<file path="config.mk">
export PLATFORM = sky130hd
export DESIGN_NAME = startup_switch_config_decoder
export DESIGN_NICKNAME = d
export VERILOG_FILES = /design/src/logic/startup_switch_pkg.sv /design/src/logic/startup_switch_config_decoder.sv
export SDC_FILE = /design/constraint.sdc
export NUM_CORES = 1
export LEC_CHECK = 0
export ABC_CLOCK_PERIOD_IN_PS = 2700
export BUFFER_PORTS_ARGS = -buffer_cell sky130_fd_sc_hd__buf_2
export CAP_MARGIN = 25
export CELL_PAD_IN_SITES_DETAIL_PLACEMENT = 1
export CELL_PAD_IN_SITES_GLOBAL_PLACEMENT = 1
export CORE_UTILIZATION = 33
export CTS_CLUSTER_SIZE = 10
export DETAILED_ROUTE_END_ITERATION = 12
export GPL_TIMING_DRIVEN = 0
export HOLD_SLACK_MARGIN = 0.05
export PLACE_DENSITY_LB_ADDON = 0.1
export SYNTH_ARGS = -nofsm -noshare
export SYNTH_HDL_FRONTEND = slang
export SYNTH_SLANG_ARGS = --single-unit
</file>
<file path="constraint.sdc">
create_clock -name ref_clk -period 2.7 [get_ports ref_clk]
set_input_delay 0.54 -clock ref_clk [delete_from_list [all_inputs] [get_ports ref_clk]]
set_output_delay 0.54 -clock ref_clk [all_outputs]
set_load 0.005 [all_outputs]
</file>
<file path="src/logic/startup_switch_pkg.sv">
// constants for the startup switch bank decoder
// assumes a 25 MHz ref_clk and an AXI4-Lite register slave
package startup_switch_pkg;
  // switch positions, bit index = position - 1
  localparam int SW_PROTECT  = 0;
  localparam int SW_AUTOLOAD = 1;
  localparam int SW_PERIPH   = 3;
  localparam int SW_SERIAL   = 4;
  localparam int SW_USER     = 5;
  localparam int SW_CARD     = 6;

  // register byte offsets
  localparam logic [7:0] ADDR_CTRL   = 8'h00;
  localparam logic [7:0] ADDR_STATUS = 8'h04;
  localparam logic [7:0] ADDR_SWITCH = 8'h08;

  // status field positions
  localparam int ST_BOOT_SW  = 0;
  localparam int ST_MODE     = 8;
  localparam int ST_LOCK     = 10;
  localparam int ST_FLAG     = 11;
  localparam int ST_REFUSED  = 12;

  typedef enum logic [1:0] {
    MODE_PROGRAM = 2'b00,
    MODE_MONITOR = 2'b01,
    MODE_RUN     = 2'b10
  } mode_type;

  localparam mode_type MODE_RESET = MODE_PROGRAM;

  localparam logic [1:0] RESP_OKAY   = 2'b00;
  localparam logic [1:0] RESP_SLVERR = 2'b10;

  // card push switch hold time
  localparam int CLK_HZ      = 25000000;
  localparam int HOLD_TIME_S = 3;
  localparam int HOLD_CYCLES = HOLD_TIME_S * CLK_HZ;
endpackage : startup_switch_pkg

</file>
<file path="src/logic/startup_switch_config_decoder.sv">
// startup switch bank decoder: protection, boot card transfers,
// port parameter selects, user flag, card push switch operations
// assumes switch and tool inputs synchronous to ref_clk; rst is power-up
// Behaviour
// - position 1 on refuses tool writes
// - position 1 on makes clear spare program
// - position 2 at power-up loads card program
// - position 7 restore outranks automatic load
// - position 4 on selects setup table parameters
// - position 5 on selects tool serial parameters
// - user flag reads inverse of position 6
// - position 7 on, three-second hold backs up
// - position 7 on at power-up restores
// - position 7 off, three-second hold verifies
// - after restore, mode stays program until power-up
`timescale 1ns/1ps
module startup_switch_config_decoder #(
  parameter int HOLD_CYCLES = startup_switch_pkg::HOLD_CYCLES
) (
  // clock and reset
  input  wire logic        ref_clk,
  input  wire logic        rst,
  // switch bank and card push switch
  input  wire logic [7:0]  switch_bank,
  input  wire logic        card_push,
  // programming tool requests and the gated write, clear and refused outputs
  input  wire logic        tool_wr_req,
  input  wire logic        tool_clr_req,
  output logic             mem_wr_en,
  output logic             mem_clr_en,
  output logic             tool_refused,
  // card operations, one-cycle pulses
  output logic             auto_load_start,
  output logic             restore_start,
  output logic             backup_start,
  output logic             verify_start,
  // port parameter selects, user flag and run mode
  output logic             periph_use_setup,
  output logic             serial_use_setup,
  output logic             user_switch_flag,
  output logic [1:0]       run_mode,
  // axi4-lite slave
  input  wire logic [7:0]  s_axi_awaddr,
  input  wire logic        s_axi_awvalid,
  output logic             s_axi_awready,
  input  wire logic [31:0] s_axi_wdata,
  input  wire logic [3:0]  s_axi_wstrb,
  input  wire logic        s_axi_wvalid,
  output logic             s_axi_wready,
  output logic [1:0]       s_axi_bresp,
  output logic             s_axi_bvalid,
  input  wire logic        s_axi_bready,
  input  wire logic [7:0]  s_axi_araddr,
  input  wire logic        s_axi_arvalid,
  output logic             s_axi_arready,
  output logic [31:0]      s_axi_rdata,
  output logic [1:0]       s_axi_rresp,
  output logic             s_axi_rvalid,
  input  wire logic        s_axi_rready
);
  typedef enum logic [1:0] {
    BOOT_SAMPLE = 2'b00,
    BOOT_LAUNCH = 2'b01,
    BOOT_DONE   = 2'b10
  } boot_type;

  boot_type    boot_q;
  logic [7:0]  boot_sw_q;
  logic        lock_q;
  logic [31:0] hold_cnt_q;
  logic        hold_fired_q;
  logic        refused_q;
  logic        aw_hold_q;
  logic        w_hold_q;
  logic [7:0]  awaddr_q;
  logic [31:0] wdata_q;
  logic        wr_go;
  logic        s_axi_wstrb_any_q;
  logic        mode_ok;
  logic [31:0] status_word;

  // power-up sampling and launch of the boot transfer
  always_ff @(posedge ref_clk or posedge rst) begin
    if (rst) begin
      boot_q    <= BOOT_SAMPLE;
      boot_sw_q <= 8'h00;
    end else begin
      case (boot_q)
        BOOT_SAMPLE: begin
          boot_sw_q <= switch_bank;
          boot_q    <= BOOT_LAUNCH;
        end
        BOOT_LAUNCH: boot_q <= BOOT_DONE;
        BOOT_DONE:   boot_q <= BOOT_DONE;
        default:     boot_q <= BOOT_SAMPLE;
      endcase
    end
  end

  always_ff @(posedge ref_clk or posedge rst) begin
    if (rst) begin
      restore_start   <= 1'b0;
      auto_load_start <= 1'b0;
    end else begin
      restore_start   <= (boot_q == BOOT_LAUNCH) && boot_sw_q[startup_switch_pkg::SW_CARD];
      // restore outranks the automatic load
      auto_load_start <= (boot_q == BOOT_LAUNCH) && boot_sw_q[startup_switch_pkg::SW_AUTOLOAD]
                         && !boot_sw_q[startup_switch_pkg::SW_CARD];
    end
  end

  // only a fresh power-up clears the lock
  always_ff @(posedge ref_clk or posedge rst) begin
    if (rst) begin
      lock_q <= 1'b0;
    end else if (boot_q == BOOT_LAUNCH && boot_sw_q[startup_switch_pkg::SW_CARD]) begin
      // locks with the restore pulse, before any mode write can complete
      lock_q <= 1'b1;
    end
  end

  // card push switch hold timer; one operation per press
  always_ff @(posedge ref_clk or posedge rst) begin
    if (rst) begin
      hold_cnt_q   <= 32'h0000_0000;
      hold_fired_q <= 1'b0;
      backup_start <= 1'b0;
      verify_start <= 1'b0;
    end else begin
      backup_start <= 1'b0;
      verify_start <= 1'b0;
      if (!card_push) begin
        hold_cnt_q   <= 32'h0000_0000;
        hold_fired_q <= 1'b0;
      end else if (!hold_fired_q) begin
        if (hold_cnt_q == 32'(HOLD_CYCLES - 1)) begin
          hold_fired_q <= 1'b1;
          backup_start <= switch_bank[startup_switch_pkg::SW_CARD];
          verify_start <= !switch_bank[startup_switch_pkg::SW_CARD];
        end else begin
          hold_cnt_q <= hold_cnt_q + 32'h0000_0001;
        end
      end
    end
  end

  // tool access gate follows the live protect switch
  always_ff @(posedge ref_clk or posedge rst) begin
    if (rst) begin
      mem_wr_en    <= 1'b0;
      mem_clr_en   <= 1'b0;
      tool_refused <= 1'b0;
    end else begin
      mem_wr_en    <= tool_wr_req && !switch_bank[startup_switch_pkg::SW_PROTECT];
      mem_clr_en   <= tool_clr_req && !switch_bank[startup_switch_pkg::SW_PROTECT];
      tool_refused <= (tool_wr_req || tool_clr_req)
                      && switch_bank[startup_switch_pkg::SW_PROTECT];
    end
  end

  always_ff @(posedge ref_clk or posedge rst) begin
    if (rst) begin
      periph_use_setup <= 1'b0;
      serial_use_setup <= 1'b1;
      user_switch_flag <= 1'b1;
    end else begin
      periph_use_setup <= switch_bank[startup_switch_pkg::SW_PERIPH];
      serial_use_setup <= !switch_bank[startup_switch_pkg::SW_SERIAL];
      user_switch_flag <= !switch_bank[startup_switch_pkg::SW_USER];
    end
  end

  // axi write: address and data taken in either order
  assign wr_go   = aw_hold_q && w_hold_q && !s_axi_bvalid;
  assign mode_ok = (wdata_q[1:0] == startup_switch_pkg::MODE_PROGRAM)
                   || (!lock_q && (wdata_q[1:0] != 2'b11));

  always_ff @(posedge ref_clk or posedge rst) begin
    if (rst) begin
      s_axi_awready <= 1'b0;
      s_axi_wready  <= 1'b0;
      aw_hold_q     <= 1'b0;
      w_hold_q      <= 1'b0;
      awaddr_q      <= 8'h00;
      wdata_q       <= 32'h0000_0000;
      s_axi_bvalid  <= 1'b0;
      s_axi_bresp   <= startup_switch_pkg::RESP_OKAY;
    end else begin
      s_axi_awready <= s_axi_awvalid && !s_axi_awready && !aw_hold_q && !s_axi_bvalid;
      s_axi_wready  <= s_axi_wvalid && !s_axi_wready && !w_hold_q && !s_axi_bvalid;
      if (s_axi_awvalid && s_axi_awready) begin
        aw_hold_q <= 1'b1;
        awaddr_q  <= s_axi_awaddr;
      end
      if (s_axi_wvalid && s_axi_wready) begin
        w_hold_q <= 1'b1;
        wdata_q  <= s_axi_wdata;
      end
      if (wr_go) begin
        aw_hold_q    <= 1'b0;
        w_hold_q     <= 1'b0;
        s_axi_bvalid <= 1'b1;
        if (awaddr_q == startup_switch_pkg::ADDR_CTRL && mode_ok) begin
          s_axi_bresp <= startup_switch_pkg::RESP_OKAY;
        end else if (awaddr_q == startup_switch_pkg::ADDR_STATUS
                     || awaddr_q == startup_switch_pkg::ADDR_SWITCH) begin
          s_axi_bresp <= startup_switch_pkg::RESP_OKAY;
        end else begin
          s_axi_bresp <= startup_switch_pkg::RESP_SLVERR;
        end
      end else if (s_axi_bvalid && s_axi_bready) begin
        s_axi_bvalid <= 1'b0;
      end
    end
  end

  // mode register; a locked device refuses anything but program
  always_ff @(posedge ref_clk or posedge rst) begin
    if (rst) begin
      run_mode  <= startup_switch_pkg::MODE_RESET;
      refused_q <= 1'b0;
    end else if (wr_go && awaddr_q == startup_switch_pkg::ADDR_CTRL
                 && s_axi_wstrb_any_q) begin
      if (mode_ok) begin
        run_mode  <= wdata_q[1:0];
        refused_q <= 1'b0;
      end else begin
        refused_q <= 1'b1;
      end
    end
  end

  always_ff @(posedge ref_clk or posedge rst) begin
    if (rst) begin
      s_axi_wstrb_any_q <= 1'b0;
    end else if (s_axi_wvalid && s_axi_wready) begin
      s_axi_wstrb_any_q <= s_axi_wstrb[0];
    end
  end

  always_comb begin
    status_word = 32'h0000_0000;
    status_word[startup_switch_pkg::ST_BOOT_SW +: 8] = boot_sw_q;
    status_word[startup_switch_pkg::ST_MODE +: 2]    = run_mode;
    status_word[startup_switch_pkg::ST_LOCK]         = lock_q;
    status_word[startup_switch_pkg::ST_FLAG]         = user_switch_flag;
    status_word[startup_switch_pkg::ST_REFUSED]      = refused_q;
  end

  // axi read
  always_ff @(posedge ref_clk or posedge rst) begin
    if (rst) begin
      s_axi_arready <= 1'b0;
      s_axi_rvalid  <= 1'b0;
      s_axi_rdata   <= 32'h0000_0000;
      s_axi_rresp   <= startup_switch_pkg::RESP_OKAY;
    end else begin
      s_axi_arready <= s_axi_arvalid && !s_axi_arready && !s_axi_rvalid;
      if (s_axi_arvalid && s_axi_arready) begin
        s_axi_rvalid <= 1'b1;
        s_axi_rresp  <= startup_switch_pkg::RESP_OKAY;
        case (s_axi_araddr)
          startup_switch_pkg::ADDR_CTRL:   s_axi_rdata <= {30'h0, run_mode};
          startup_switch_pkg::ADDR_STATUS: s_axi_rdata <= status_word;
          startup_switch_pkg::ADDR_SWITCH: s_axi_rdata <= {24'h0, switch_bank};
          default: begin
            s_axi_rdata <= 32'h0000_0000;
            s_axi_rresp <= startup_switch_pkg::RESP_SLVERR;
          end
        endcase
      end else if (s_axi_rvalid && s_axi_rready) begin
        s_axi_rvalid <= 1'b0;
      end
    end
  end
endmodule : startup_switch_config_decoder

</file>
* Word level (Yosys, flattened, before mapping)
Index checks and enable logic that the tools add are counted.
** Storage, ports and cells
- Input bits :: 70
- Logic and storage cells :: 120
- Register bits after elaboration :: 111
- Output and inout port bits :: 53
** Cells by class
- Equal/unequal tests :: 10
- Reductions and logical operators :: 53
- Add/sub/neg operators :: 1
- Muxes and demuxes :: 26
** Operator list (number)
- 2-to-1 mux 32 bit :: 3
- one-hot mux 13 bit (3 select lines) :: 1
- adder 32 x 1 -> 32 bit, second input constant :: 1
- == test 32 x 27 -> 1 bit, second input constant :: 1
- logical AND 1 bit :: 25
- 2-to-1 mux 1 bit :: 18
- == test 8 x 3 -> 1 bit, second input constant :: 2
- == test 8 x 4 -> 1 bit, second input constant :: 2
- zero test 8 bit :: 2
- zero test 1 bit :: 13
- nonzero test 2 bit :: 4
- 2-to-1 mux 2 bit :: 3
- != test 2 bit, second input constant :: 3
- zero test 2 bit :: 2
- one-hot mux 2 bit (2 select lines) :: 1
- AND reduction 2 bit :: 2
- logical OR 1 bit :: 3
- OR reduction 3 bit :: 1
- == test 2 x 1 -> 1 bit, second input constant :: 1
- == test 2 bit, second input constant :: 1
- OR reduction 2 bit :: 1

* Longest topological paths before layout
- Depth in word-level cells :: 5
- Depth in mapped cells :: 6
- Mapped depth without buffers :: 6

* Worst setup path before layout
Ideal clock, no wire load.
- Path type :: register -> register
- Start point :: register hold_cnt_q[0]
- End point :: register hold_cnt_q[0]
- Buffers on the path :: 0
- Path slack :: 0.653 ns
- Setup time :: 0.119 ns
- Cell stages (with the launch flop) :: 7
- Arrival time :: 1.928 ns
- Cells stage by stage :: dfrtp_1 -> ha_1 -> or4b_1 -> or4_4 -> o21bai_4 -> xnor2_1 -> and2_1
** Between the ends
- Word-level cells in the longest chain between the ends :: 4
- Elaborated cells between the ends (all ways) :: 7
- Those cells by class :: add/sub (1); eq/ne (2); mux (3); reduce/logical (1)
** Ends and longest elaborated chain
- from (decl) :: line startup_switch_config_decoder.sv:70 : logic [31:0] hold_cnt_q;
- from (signal assigned) :: line startup_switch_config_decoder.sv:141 : hold_cnt_q <= hold_cnt_q + 32'h0000_0001;
- adder 32 x 1 -> 32 bit :: line startup_switch_config_decoder.sv:141
- 2-to-1 mux 32 bit :: line startup_switch_config_decoder.sv:136 : if (hold_cnt_q == 32'(HOLD_CYCLES - 1)) begin
- 2-to-1 mux 32 bit :: line startup_switch_config_decoder.sv:135 : end else if (!hold_fired_q) begin
- 2-to-1 mux 32 bit :: line startup_switch_config_decoder.sv:132 : if (!card_push) begin
Parallel ways exist; a longest one is shown, timed or not. The select of a mux whose other input is x is not followed.
A chain may end at the register's enable or synchronous reset.

* Worst setup path after layout
- Start point :: register hold_cnt_q[2]
- End point :: register hold_cnt_q[29]
The elaborated chain is that of the path after synthesis.

==> impl_metrics.csv <==
group,metric,value,unit
setup_path,worstSetupPathType,"reg2reg",
setup_path,start_kind,"flip-flop",
route,drc,0,
place,post-place-ws,0.307,ns
route,via_per_inst,4.79,
logic_synthesis,yosys.area.top_type,"dfrtp_1",
sta,fin_setup_tns,0,ns
cts,cts_buffers,9,
sta,final.period_utilization,87.4,%
logic_synthesis,ys_async_sr_fraction,100,%
power_and_ir_drop,p_switching,0.000807,W
route,drt-total-wl,9950,um
sta,timing.final.ws_setup,0.341,ns
power_and_ir_drop,pwr-share-seq,47.8,%
route,first_pass_iters,4,
setup_path,slowest_delay,0.67,ns
sta,slew_viol_final,0,
logic_synthesis,synth_cell_types,51,
global_route,grt_remaining_overflow,0,
setup_path,cp-startpoint,"hold_cnt_q[2]",
floorplan,initial_core_util,34.5,%
global_route,antenna_found_initial,0,
cells_and_area,drive_above_1_share,27.0,%
logic_synthesis,synth_area_leaders,"dfrtp_1 52%, mux2_2 5.3%, buf_4 3.7%",
cts,clock-sinks,90,
job,cap_violations,0,
power_and_ir_drop,peakVddDrop,0.000239,V
min_path,hp-class,"in2async",
logic_synthesis,synth_seq_cells,90,
route,drt-initial-drc-count,83,
global_route,grt_pass1_wl,16800,um
global_route,grt_util_all_layers,16.6,%
place,gp_congestion,0.760,
floorplan,die_x,115,um
sta,worst_slew_pin_slew,0.783,ns
route,vias,3147,
sta,clock.fmax,424,MHz
sta,slew-limit-headroom,47.3,%
power_and_ir_drop,combinationalPowerShare,12.1,%
cells_and_area,n_antenna_cell,0,
floorplan,dieArea,13200,um^2
cells_and_area,final_util,42.6,%
cts,cts_tree,"built",
cells_and_area,area_growth,23.6,%
cts,cts-root-buf,"clkbuf_16",
place,io_buffers,68,
sta,skew,0.00413,ns
setup_path,required,2.90,ns
floorplan,coreArea,12200,um^2
setup_path,arrival,2.56,ns
logic_synthesis,synthCells,383,
logic_synthesis,synth.top_cell.area_share,52.3,%
setup_path,crit_fanout,9,
sta,min_period,2.36,ns
cts,clockBufferDepth,2,
setup_path,cpLargestDelayFamily,"simple AND/OR/NAND/NOR gates",
setup_path,cp-end-kind,"flip-flop",
floorplan,die_h,115,um
setup_path,crit_slowest_cell,"nor4_4",
sta,timing_hold_violations_final,0,
place,dp_hpwl,7330,um
cts,cts_hold_buffers,0,
logic_synthesis,avgSynthCellArea,11.0,um^2
cts,htree_levels,3,
cts,clk_latency,0.34,ns
cts,postCtsSetupRepairBufs,0,
cells_and_area,num-fill-cells,1408,
setup_path,crit_buf_inv,0,
power_and_ir_drop,total_power,0.00339,W
cells_and_area,final_nets,558,
power_and_ir_drop,power_frac_clock,40.1,%
setup_path,reg2reg_slack,0.34,ns
cts,cts_resized,0,
floorplan,rows,40,
power_and_ir_drop,intPower,0.00258,W
route,wl_per_cell,15.1,um
route,final_antenna_net_count,0,
logic_synthesis,syn_area,4210,um^2
power_and_ir_drop,sw_frac_of_total,23.8,%
sta,finalSetupViolCount,0,
global_route,grt_max_degree,42,
logic_synthesis,ys_warn_count,0,
cts,clk_pin_slew,0.06,ns
setup_path,cp_cell_sequence,"nand4_1 > nor4_4 > nand2_1 > o311ai_0 > o41ai_1",
setup_path,r2r-start,"hold_cnt_q[2]",
logic_synthesis,synth_ff_type,"dfrtp_1",
logic_synthesis,synth_edf_count,0,
floorplan,io_pins,123,
sta,hold_ws,0.239,ns
power_and_ir_drop,p_leak,2.37,nW
power_and_ir_drop,power_density,650,nW/um^2
global_route,first_global_vias,3282,
sta,rsz0062_at_grt,"no",
logic_synthesis,yosysSeqAreaShare,53.5,%
run_status,status,"finished, final reports clean",
==> synth_stat cells, drive strengths merged (2+ instances only) <==
| cell | count |
|---|---|
| xnor2 | 16 |
| a21boi | 3 |
| nand3 | 14 |
| o211ai | 5 |
| inv | 11 |
| and4 | 3 |
| a22oi | 6 |
| mux2i | 2 |
| or4 | 3 |
| nand2 | 37 |
| xor2 | 2 |
| nor3b | 4 |
| a21oi | 7 |
| ha | 4 |
| nor2b | 5 |
| nor4 | 4 |
| clkbuf | 9 |
| nor2 | 14 |
| mux2 | 20 |
| a22o | 5 |
| dfstp | 2 |
| or3 | 2 |
| nor3 | 7 |
| and2 | 20 |
| nand3b | 2 |
| o21ai | 14 |
| nor4b | 7 |
| nand4 | 11 |
| buf | 21 |
| o31ai | 14 |
| nand2b | 6 |
| dfrtp | 88 |
==> final timing paths <==
kind / end / depth (start not counted)
max reg2reg: hold_cnt_q[29] / 5
min in group ref_clk: serial_use_setup / 2
min reg2reg: s_axi_arready / 1
min: hold_cnt_q[0] / 2
max in group asynchronous: s_axi_bvalid / 4
max: hold_cnt_q[29] / 5
==> registers in the layout, indices dropped and copies added, names as in the netlist, 2 cells and up <==
signal,cells
wdata_q,2
run_mode,2
boot_sw_q,8
boot_q,2
hold_cnt_q,32
s_axi_rdata,13
awaddr_q,8
==> layer usage <==
| metal | vias to the layer above | wire (um) | global-route usage (%) |
|---|---|---|---|
| met1 | 1551 | 4550 | 21.2 |
| met4 | 0 | 182 | 7.27 |
| met2 | 50 | 4870 | 27.6 |
| li1 | 1534 | - | - |
| met5 | - | 0 | 0 |
| met3 | 12 | 347 | 2.85 |
==> cells by family (layout without fill, tap and decap cells) <==
family	Yosys count	after routing	share of synthesized area, %
other cells	1	21	0.0890
fa+ha+maj	5	5	1.43
buf+inv	41	127	5.52
flops	90	90	53.5
mux	22	22	5.82
xor+xnor	18	18	3.74
compound gates	60	60	10.0
simple gates	146	146	19.9
==> cell type report <==
type / count / area (um^2) / share of cell area [%]
Buffer: 30 / 191 / 3.68
Clock buffer: 14 / 264 / 5.07
Clock inverter: 2 / 60.1 / 1.15
Inverter: 11 / 45.0 / 0.865
Multi-Input combinational cell: 272 / 1800 / 34.6
Sequential cell: 90 / 2250 / 43.3
Tap cell: 168 / 210 / 4.04
Timing Repair Buffer: 70 / 380 / 7.30
==> per-stage QoR <==
stage,instances,area [um^2]
2_1_floorplan,403,4290
3_3_place_gp,639,4840
3_5_place_dp,641,4880
4_1_cts,657,5210
5_1_grt,657,5210
6_report,657,5210
==> power by group through the flow <==
| stage | sequential (W) | clock [W] | combinational [W] |
|---|---|---|---|
| global route | 0.00165 | 0.00145 | 0.000473 |
| floorplan | 0.00161 | 0 | 0.000278 |
| detailed placement | 0.00164 | 0 | 0.000421 |
| global placement | 0.00163 | 0 | 0.000402 |
| finish | 0.00162 | 0.00136 | 0.000411 |
| CTS | 0.00162 | 0.00141 | 0.000423 |
==> cells in the final DEF (no fill, tap or decap), types with 13 or more instances in the layout <==
cell type   n
dfrtp_1    88
o31ai_1    14
nand3_1    14
buf_2      68
mux2_2     20
buf_4      21
nor2_1     14
and2_1     20
nand2_1    37
conb_1     21
o21ai_0    13
xnor2_1    16
Note: power is estimated with default switching activity, not from simulation.
